===== config.mk =====
export PLATFORM = sky130hd
export DESIGN_NAME = lpa_regs
export DESIGN_NICKNAME = d
export VERILOG_FILES = /design/src/lpa_pkg.sv /design/src/lpa_regs.sv /design/src/lpa_page_capture.sv /design/src/lpa_irq.sv
export VERILOG_INCLUDE_DIRS = /design/src /design/src/src
export SDC_FILE = /design/constraint.sdc
export NUM_CORES = 1
export LEC_CHECK = 0
export ABC_CLOCK_PERIOD_IN_PS = 3080
export BUFFER_PORTS_ARGS = -buffer_cell sky130_fd_sc_hd__buf_2
export CORE_MARGIN = 3
export CORE_UTILIZATION = 40
export DETAILED_ROUTE_END_ITERATION = 7
export GPL_TIMING_DRIVEN = 0
export MAX_ROUTING_LAYER = met4
export SLEW_MARGIN = 20
export SYNTH_ARGS = -nofsm -noshare
export SYNTH_HDL_FRONTEND = slang
export SYNTH_SLANG_ARGS = --single-unit

===== constraint.sdc =====
create_clock -name clk -period 3.08 [get_ports clk]
set_input_delay 0.154 -clock clk [delete_from_list [all_inputs] [get_ports clk]]
set_output_delay 0.154 -clock clk [all_outputs]
set_load 0.05 [all_outputs]

===== src/lpa_map.svh =====
// Purpose: Address map, field positions and reset values of the partner ability block
// Assumes: 5-bit management register address, 16-bit data
// Notes: Definitions only
`ifndef LPA_MAP_SVH
`define LPA_MAP_SVH

// ==========================================================================
// Addresses
`define LPA_ADDR_W 5
`define LPA_DATA_W 16
`define LPA_ADDR_ABILITY 5'h05
`define LPA_ADDR_STATUS 5'h18
`define LPA_ADDR_IRQ_STAT 5'h19
`define LPA_ADDR_IRQ_MASK 5'h1a

// ==========================================================================
// Field positions and reset values
`define LPA_BIT_NP 15
`define LPA_BIT_ACK 14
`define LPA_BIT_RF 13
`define LPA_BASE_RSVD_MASK 16'h1000
`define LPA_NEXT_RSVD_MASK 16'h0000
`define LPA_WORD_RESET 16'h0000
`define LPA_ZERO16 16'h0000

// ==========================================================================
// Status register fields
`define LPA_ST_VIEW 0
`define LPA_ST_BASE_HELD 1
`define LPA_ST_NEXT_HELD 2
`define LPA_ST_NP_OK 3
`define LPA_ST_STATE_LO 4
`define LPA_ST_BASE_CNT_LO 8
`define LPA_ST_NEXT_CNT_LO 12

// ==========================================================================
// Interrupt events
`define LPA_IRQ_N 5
`define LPA_IRQ_BASE_RX 0
`define LPA_IRQ_NEXT_RX 1
`define LPA_IRQ_VIEW_NEXT 2
`define LPA_IRQ_RFAULT 3
`define LPA_IRQ_BASE_CHG 4
`define LPA_IRQ_RESET 5'h00

// ==========================================================================
// Page counters
`define LPA_CNT_W 4
`define LPA_CNT_ZERO 4'h0
`define LPA_CNT_ONE 4'h1
`define LPA_CNT_MAX 4'hf

`endif


===== src/lpa_pkg.sv =====
// Purpose: Types shared by the partner ability block
// Assumes: Field layout follows the 16-bit ability word, bit 15 first
// Notes: Constants live in lpa_map.svh
package lpa_pkg;

  // ========================================================================
  // Register bus request
  typedef struct packed {
    logic [4:0] addr;
    logic [15:0] wdata;
    logic wr;
    logic rd;
  } lpa_bus_req_s;

  // ========================================================================
  // Received link code word from the negotiation engine
  typedef struct packed {
    logic valid;
    logic is_next;
    logic [15:0] word;
  } lpa_rx_page_s;

  // ========================================================================
  // Base page view, bit 15 down to bit 0
  typedef struct packed {
    logic next_page_request;
    logic ack;
    logic remote_fault_flag;
    logic reserved;
    logic asymmetric_pause_cap;
    logic sym_pause_cap;
    logic four_pair_100m_cap;
    logic fast_full_duplex_cap;
    logic fast_half_duplex_cap;
    logic slow_full_duplex_cap;
    logic slow_half_duplex_cap;
    logic [4:0] selector;
  } lpa_base_view_s;

  // Next page view, bit 15 down to bit 0
  typedef struct packed {
    logic next_page_request;
    logic ack;
    logic message_page_flag;
    logic comply_acknowledge;
    logic toggle;
    logic [10:0] code;
  } lpa_next_view_s;

  // ========================================================================
  // Negotiation tracking
  typedef enum logic [1:0] {
    AN_IDLE,
    AN_BASE_RCVD,
    AN_DONE_BASE,
    AN_DONE_NEXT
  } lpa_an_e;

endpackage : lpa_pkg


===== src/lpa_regs.sv =====
// Purpose: Link partner ability register with base and next page views
// Assumes: Negotiation engine on clk delivers received pages and completion
// Notes: All ability fields are read-only; writes only reach interrupt regs
//
// Added by the designer: strobed register access.
`include "lpa_map.svh"
`timescale 1ns/1ps
`default_nettype none

module lpa_regs #(
  parameter int CNT_W = `LPA_CNT_W
) (
  // Clock and reset
  input wire logic clk,
  input wire logic rst_b,
  // Register bus
  input wire lpa_pkg::lpa_bus_req_s bus_req,
  output logic [15:0] bus_rdata,
  // Negotiation engine
  input wire lpa_pkg::lpa_rx_page_s rx_page,
  input wire logic an_complete,
  input wire logic an_restart,
  input wire logic local_np_able,
  // Decoded partner abilities
  output lpa_pkg::lpa_base_view_s partner_base,
  output logic view_is_next,
  // Interrupt
  output logic irq
);

  // ========================================================================
  // State
  typedef struct packed {
    lpa_pkg::lpa_an_e an_state;
    logic [15:0] rdata;
    logic [CNT_W-1:0] base_cnt;
    logic [CNT_W-1:0] next_cnt;
    logic rf_seen;
  } lpa_main_s;

  lpa_main_s st_q;
  lpa_main_s st_d;

  // ========================================================================
  // Decode helpers
  function automatic logic hit(input lpa_pkg::lpa_bus_req_s req, input logic [4:0] addr);
    hit = req.addr == addr;
  endfunction : hit

  function automatic logic [CNT_W-1:0] sat_inc(input logic [CNT_W-1:0] v);
    sat_inc = (v == CNT_W'(`LPA_CNT_MAX)) ? v : v + CNT_W'(`LPA_CNT_ONE);
  endfunction : sat_inc

  // Next view decode is shared by the read path, status and events
  function automatic logic next_view_on(input lpa_pkg::lpa_an_e s);
    next_view_on = s == lpa_pkg::AN_DONE_NEXT;
  endfunction : next_view_on

  // Interrupt registers are narrow; upper bits read zero
  function automatic logic [15:0] irq_word(input logic [`LPA_IRQ_N-1:0] v);
    irq_word = `LPA_ZERO16;
    irq_word[`LPA_IRQ_N-1:0] = v;
  endfunction : irq_word

  // Unmapped addresses read zero, so software can probe safely
  function automatic logic [15:0] read_mux(
    input logic [4:0] addr,
    input logic [15:0] ability,
    input logic [15:0] status,
    input logic [`LPA_IRQ_N-1:0] ist,
    input logic [`LPA_IRQ_N-1:0] imask
  );
    case (addr)
      `LPA_ADDR_ABILITY: read_mux = ability;
      `LPA_ADDR_STATUS: read_mux = status;
      `LPA_ADDR_IRQ_STAT: read_mux = irq_word(ist);
      `LPA_ADDR_IRQ_MASK: read_mux = irq_word(imask);
      default: read_mux = `LPA_ZERO16;
    endcase
  endfunction : read_mux

  // ========================================================================
  // Page storage
  logic base_load;
  logic next_load;
  logic [15:0] base_word;
  logic [15:0] next_word;
  logic base_loaded;
  logic next_loaded;

  // Only the engine fills the pages; bus writes never reach them
  assign base_load = rx_page.valid & ~rx_page.is_next;
  assign next_load = rx_page.valid & rx_page.is_next;

  lpa_page_capture #(
    .WIDTH(16),
    .RSVD_MASK(`LPA_BASE_RSVD_MASK)
  ) u_base (
    .clk(clk),
    .rst_b(rst_b),
    .load(base_load),
    .clear(an_restart),
    .din(rx_page.word),
    .dout(base_word),
    .loaded(base_loaded)
  );

  lpa_page_capture #(
    .WIDTH(16),
    .RSVD_MASK(`LPA_NEXT_RSVD_MASK)
  ) u_next (
    .clk(clk),
    .rst_b(rst_b),
    .load(next_load),
    .clear(an_restart),
    .din(rx_page.word),
    .dout(next_word),
    .loaded(next_loaded)
  );

  // ========================================================================
  // Views
  lpa_pkg::lpa_base_view_s base_view;
  lpa_pkg::lpa_next_view_s next_view;
  logic [15:0] ability_word;
  logic np_ok;
  lpa_pkg::lpa_base_view_s base_out;
  lpa_pkg::lpa_next_view_s next_out;

  always_comb begin
    base_view = lpa_pkg::lpa_base_view_s'(base_word);
    base_view.reserved = 1'b0;
    next_view = lpa_pkg::lpa_next_view_s'(next_word);
  end

  // Next pages are shown only when both ends can page; next_cnt counts them regardless
  assign np_ok = local_np_able & base_view.next_page_request;

  // Field by field, so every bit position is fixed by the view type
  always_comb begin
    next_out = '0;
    next_out.next_page_request = next_view.next_page_request;
    next_out.ack = next_view.ack;
    next_out.message_page_flag = next_view.message_page_flag;
    next_out.comply_acknowledge = next_view.comply_acknowledge;
    next_out.toggle = next_view.toggle;
    next_out.code = next_view.code;
    base_out = '0;
    base_out.next_page_request = base_view.next_page_request;
    base_out.ack = base_view.ack;
    base_out.remote_fault_flag = base_view.remote_fault_flag;
    base_out.reserved = 1'b0;
    base_out.asymmetric_pause_cap = base_view.asymmetric_pause_cap;
    base_out.sym_pause_cap = base_view.sym_pause_cap;
    base_out.four_pair_100m_cap = base_view.four_pair_100m_cap;
    base_out.fast_full_duplex_cap = base_view.fast_full_duplex_cap;
    base_out.fast_half_duplex_cap = base_view.fast_half_duplex_cap;
    base_out.slow_full_duplex_cap = base_view.slow_full_duplex_cap;
    base_out.slow_half_duplex_cap = base_view.slow_half_duplex_cap;
    base_out.selector = base_view.selector;
    // One address, two layouts: the state picks which one software sees
    ability_word = `LPA_ZERO16;
    if (next_view_on(st_q.an_state)) begin
      ability_word = next_out;
    end else begin
      ability_word = base_out;
    end
  end

  // ========================================================================
  // Interrupt events
  logic [`LPA_IRQ_N-1:0] evt;
  logic [`LPA_IRQ_N-1:0] irq_status;
  logic [`LPA_IRQ_N-1:0] irq_mask;
  logic view_enter;
  logic base_changed;
  logic irq_clr_wr;
  logic irq_mask_wr;

  assign view_enter = next_view_on(st_d.an_state) & ~next_view_on(st_q.an_state);
  assign base_changed = base_load & base_loaded
                      & ((rx_page.word & ~`LPA_BASE_RSVD_MASK) != base_word);

  always_comb begin
    evt = `LPA_IRQ_RESET;
    evt[`LPA_IRQ_BASE_RX] = base_load;
    evt[`LPA_IRQ_NEXT_RX] = next_load;
    evt[`LPA_IRQ_VIEW_NEXT] = view_enter;
    evt[`LPA_IRQ_RFAULT] = base_load & rx_page.word[`LPA_BIT_RF] & ~st_q.rf_seen;
    evt[`LPA_IRQ_BASE_CHG] = base_changed;
  end

  assign irq_clr_wr = bus_req.wr & hit(bus_req, `LPA_ADDR_IRQ_STAT);
  assign irq_mask_wr = bus_req.wr & hit(bus_req, `LPA_ADDR_IRQ_MASK);

  lpa_irq #(
    .N(`LPA_IRQ_N)
  ) u_irq (
    .clk(clk),
    .rst_b(rst_b),
    .evt(evt),
    .clr_wr(irq_clr_wr),
    .mask_wr(irq_mask_wr),
    .wdata(bus_req.wdata[`LPA_IRQ_N-1:0]),
    .status(irq_status),
    .mask(irq_mask),
    .irq(irq)
  );

  // ========================================================================
  // Status word: view, state, page counts
  logic [15:0] status_word;

  always_comb begin
    status_word = `LPA_ZERO16;
    status_word[`LPA_ST_VIEW] = next_view_on(st_q.an_state);
    status_word[`LPA_ST_BASE_HELD] = base_loaded;
    status_word[`LPA_ST_NEXT_HELD] = next_loaded;
    status_word[`LPA_ST_NP_OK] = np_ok;
    status_word[`LPA_ST_STATE_LO +: $bits(lpa_pkg::lpa_an_e)] = st_q.an_state;
    // Counts saturate so a flapping link cannot wrap back to zero
    status_word[`LPA_ST_BASE_CNT_LO +: CNT_W] = st_q.base_cnt;
    status_word[`LPA_ST_NEXT_CNT_LO +: CNT_W] = st_q.next_cnt;
  end

  // ========================================================================
  // Negotiation tracking and read port
  always_comb begin
    st_d = st_q;
    // Read data stands for one cycle only
    st_d.rdata = `LPA_ZERO16;
    if (bus_req.rd) begin
      st_d.rdata = read_mux(bus_req.addr, ability_word, status_word, irq_status, irq_mask);
    end

    if (base_load) begin
      st_d.base_cnt = sat_inc(st_q.base_cnt);
      st_d.rf_seen = rx_page.word[`LPA_BIT_RF];
    end
    if (next_load) begin
      st_d.next_cnt = sat_inc(st_q.next_cnt);
    end

    case (st_q.an_state)
      lpa_pkg::AN_IDLE: begin
        if (base_load) begin
          st_d.an_state = lpa_pkg::AN_BASE_RCVD;
        end
      end
      lpa_pkg::AN_BASE_RCVD: begin
        // Switch only once negotiation has succeeded
        if (an_complete) begin
          if (np_ok && next_loaded) begin
            st_d.an_state = lpa_pkg::AN_DONE_NEXT;
          end else begin
            st_d.an_state = lpa_pkg::AN_DONE_BASE;
          end
        end
      end
      lpa_pkg::AN_DONE_BASE: begin
        if (!an_complete) begin
          st_d.an_state = lpa_pkg::AN_BASE_RCVD;
        end
      end
      lpa_pkg::AN_DONE_NEXT: begin
        // Link loss falls back to the base view
        if (!an_complete) begin
          st_d.an_state = lpa_pkg::AN_BASE_RCVD;
        end
      end
      default: begin
        st_d.an_state = lpa_pkg::AN_IDLE;
      end
    endcase

    // Restart discards everything learned about the partner
    if (an_restart) begin
      st_d.an_state = lpa_pkg::AN_IDLE;
      st_d.base_cnt = CNT_W'(`LPA_CNT_ZERO);
      st_d.next_cnt = CNT_W'(`LPA_CNT_ZERO);
      st_d.rf_seen = 1'b0;
    end
  end

  always_ff @(posedge clk or negedge rst_b) begin
    if (!rst_b) begin
      st_q <= '0;
    end else begin
      st_q <= st_d;
    end
  end

  // ========================================================================
  // Outputs
  assign bus_rdata = st_q.rdata;
  assign partner_base = base_view;
  assign view_is_next = next_view_on(st_q.an_state);

endmodule : lpa_regs

`default_nettype wire


===== src/lpa_page_capture.sv =====
// Purpose: Holds one received 16-bit page, reserved bits forced low
// Assumes: load and clear are single-cycle strobes on clk
// Notes: clear wins over load, a restart discards the page in flight
`include "lpa_map.svh"
`timescale 1ns/1ps
`default_nettype none

module lpa_page_capture #(
  parameter int WIDTH = 16,
  parameter logic [WIDTH-1:0] RSVD_MASK = '0
) (
  // Clock and reset
  input wire logic clk,
  input wire logic rst_b,
  // Control
  input wire logic load,
  input wire logic clear,
  input wire logic [WIDTH-1:0] din,
  // Stored page
  output logic [WIDTH-1:0] dout,
  output logic loaded
);

  typedef struct packed {
    logic [WIDTH-1:0] word;
    logic loaded;
  } lpa_cap_s;

  lpa_cap_s st_q;
  lpa_cap_s st_d;

  always_comb begin
    st_d = st_q;
    if (clear) begin
      st_d.word = '0;
      st_d.loaded = 1'b0;
    end else if (load) begin
      st_d.word = din & ~RSVD_MASK;
      st_d.loaded = 1'b1;
    end
  end

  always_ff @(posedge clk or negedge rst_b) begin
    if (!rst_b) begin
      st_q <= '0;
    end else begin
      st_q <= st_d;
    end
  end

  assign dout = st_q.word;
  assign loaded = st_q.loaded;

endmodule : lpa_page_capture

`default_nettype wire


===== src/lpa_irq.sv =====
// Purpose: Sticky event bits, write-one-to-clear, mask, one level interrupt
// Assumes: Events are single-cycle pulses on clk
// Notes: An event in the clearing cycle survives the clear
`include "lpa_map.svh"
`timescale 1ns/1ps
`default_nettype none

module lpa_irq #(
  parameter int N = 5
) (
  // Clock and reset
  input wire logic clk,
  input wire logic rst_b,
  // Events
  input wire logic [N-1:0] evt,
  // Software access
  input wire logic clr_wr,
  input wire logic mask_wr,
  input wire logic [N-1:0] wdata,
  // State
  output logic [N-1:0] status,
  output logic [N-1:0] mask,
  output logic irq
);

  typedef struct packed {
    logic [N-1:0] status;
    logic [N-1:0] mask;
    logic irq;
  } lpa_irq_st_s;

  lpa_irq_st_s st_q;
  lpa_irq_st_s st_d;

  always_comb begin
    st_d = st_q;
    // Set after clear so a same-cycle event is kept
    if (clr_wr) begin
      st_d.status = st_q.status & ~wdata;
    end
    st_d.status = st_d.status | evt;
    if (mask_wr) begin
      st_d.mask = wdata;
    end
    st_d.irq = |(st_d.status & st_d.mask);
  end

  always_ff @(posedge clk or negedge rst_b) begin
    if (!rst_b) begin
      st_q <= '0;
    end else begin
      st_q <= st_d;
    end
  end

  assign status = st_q.status;
  assign mask = st_q.mask;
  assign irq = st_q.irq;

endmodule : lpa_irq

`default_nettype wire


==> impl_metrics.toml <==
[critical_path]
required_ns = 2.93
r2r-start = "st_q[26]$_DFF_PN0_"
critPathLaunchType = "flip-flop"
arrival_ns = 2.07
worst-setup-path-type = "reg2out"
cp-end-kind = "output port"
path_max_fanout = 10
crit_start = "st_q[26]$_DFF_PN0_"

[global_routing]
grt.met1_usage_pct = 27.6
grt_pass1_vias = 2855
gr-total-overflow = 0
grt_max_degree = 38
grtUsageMet3_pct = 2.97
antenna_found_initial = 0
grt_usage_pct = 19.7
grt_util_met2_pct = 29.8
grt_pass1_wl_mm = 14.8
busiest_layer = "met2"

[floorplan]
core_area_sq_mm = 0.00830
die-area_sq_mm = 0.00979
die_h_um = 99.0
initial_core_util_pct = 41.7
rows = 33
die_x_um = 99.0
io_pins = 80

[cts]
h-tree-depth = 3
ctsRootBufferMaster = "clkbuf_8"
cts_tree = "done"
cts_buffers = 9
clkTransAtPathRegs_ns = 0.07
clockBufferDepth = 2
worstSkewPairLatency_ns = 0.34
post_cts_resized = 0
clock_sinks = 70

[min_path]
hold_class = "in2reg"
hp-start = "bus_req[3]"

[synthesis]
ys_seq_area_share_pct = 50.7
ys_types = 46
synth-seq-cells = 70
synth_area_sq_mm = 0.00346
synth.area.top_cells = "dfrtp_1, nand2_1, a21oi_1, xor2_1, buf_4"
ys_warn_count = 0
syn_avg_cell_area_sq_um = 9.15
yosys.area.top_type = "dfrtp_1"
synth.top_cell.area_share_pct = 50.7
syn_inst = 378
syn_nets = 426
synthArstFlopShare_pct = 100
synth_edf_count = 0
synth_flop_cell = "dfrtp_1"

[route]
ant_nets = 0
vias_per_cell = 5.15
drtIter0Drc = 160
drt-total-wl_mm = 9.04
wl_per_cell_um = 15.9
drt_pass1_iterations = 4
vias = 2922
drc = 0

[timing]
period_share_pct = 72.1
maxSlewViolCount = 0
finalHoldViolCount = 0
postLayoutSetupSlackWorst_ns = 0.861
layout_min_cycle_time_ns = 2.22
whs_ns = 0.0396
skew_ns = 0.00796
setup_viol = 0
tightestPinTransition_ns = 0.590
fmax_mhz = 451
tns_ns = 0
rsz0062_at_grt = "no"
maxSlewHeadroom_pct = 60.7

[power]
cellPowerDensity_mw_per_mm2 = 489
ir_drop_uv = 239
leakagePower_nw = 1.97

[final_layout]
drive_gt1_share_pct = 24.9
nFillCells = 804
seq_area_sq_mm = 0.00175
layout_common_cells = "nand2_1, dfrtp_1, buf_2"
diodes = 0
final_nets = 505
area_growth_pct = 19.5
multiInputGateArea_sq_mm = 0.00148
final_cells = 567
layout_commonest_cell = "nand2_1"

[placement]
dp_hpwl_mm = 6.67
portBuffers = 66
dp.cells = 550
gp_congestion = 0.880
post-place-ws_ns = 1.08

[outcome]
outcome = "completed"

[run]
drv_cap = 0
layer usage:
layer	vias up	part of all wire (%)
met1	1394	46
met2	94	47
met3	13	6.0
met4	0	1.3
met5	-	0
li1	1421	-
kinds of logic (layout without fill, tap and decap cells):
family,Yosys count,in the layout,share of synthesized area (%)
compound gates,87,87,14.4
xor+xnor,17,17,4.31
fa+ha+maj,2,2,0.724
buf+inv,40,124,6.55
flops,70,70,50.7
mux,9,9,2.86
other cells,1,1,0.108
simple gates,152,152,20.4
state kept, by name, summed over array words and instances, names as in the netlist:
name	count
u_base.loaded	1
u_irq.status	5
st_q	10
u_base.dout	15
u_next.dout	16
bus_rdata	16
u_irq.mask	5
u_next.loaded	1
u_irq.irq	1
cell type report:
cell class	instances	share of cell area, %
Multi-Input combinational cell	268	35.8
Timing Repair Buffer	68	8.78
Inverter	5	0.454
Sequential cell	70	42.4
Tap cell	105	3.18
Clock buffer	11	3.18
Clock inverter	5	1.21
Buffer	35	5.03
timing repair:
item | CTS | global route
hold buffers | 1 | 0
setup buffers | 0 | 0
endpoints found under the hold margin | 36 | 0
Yosys cell counts (2+ instances only):
library cell  instances
nand2_1              95
dfrtp_1              70
a21oi_1              61
nor2_1               25
buf_4                18
xor2_1               17
clkbuf_1             14
mux2_2                7
o21ai_0               6
inv_1                 5
nor3_1                5
nand2b_1              4
nand3_1               4
nor4_1                3
a21oi_2               2
a22o_1                2
a22oi_1               2
a31oi_1               2
a32oi_1               2
and3_1                2
and4b_1               2
ha_1                  2
mux2i_1               2
nand4_1               2
o22a_1                2
o31ai_1               2
where the power goes:
group / switching [mW] / internal, mW
clock network: 0.336 / 0.369
logic: 0.193 / 0.103
registers: 0.0447 / 0.973
per-stage QoR:
step | total power [mW] | area [sq um] | util (%)
2_1_floorplan | 1.21 | 3460 | -
3_3_place_gp | 1.32 | 3920 | 47.2
3_5_place_dp | 1.33 | 3940 | 47.5
4_1_cts | 2.03 | 4130 | 49.8
5_1_grt | 2.11 | 4130 | 49.8
6_report | 2.02 | 4130 | 49.8
worst max-delay path, stage by stage (launching register included):
cell and delay [ns]:
dfrtp_1 0.46, nand2_1 0.19, inv_1 0.25, clkbuf_1 0.47, buf_2 0.36
path summary, 6_finish.rpt:
| check | endpoint | slack [ns] | depth (start not counted) |
|---|---|---|---|
| setup / recovery | view_is_next | 0.86 | 4 |
| hold / removal | u_irq.status[1]$_DFF_PN0_ | 0.04 | 2 |
| setup reg to reg | bus_rdata[9]$_DFF_PN0_ | 1.10 | 7 |
| hold reg to reg | u_next.dout[0]$_DFFE_PN0P_ | 0.52 | 2 |
| max in group asynchronous | u_base.dout[0]$_DFFE_PN0P_ | 2.19 | 3 |
| min in group asynchronous | u_next.dout[10]$_DFFE_PN0P_ | 0.33 | 2 |
(Power assumes the default switching activity.)
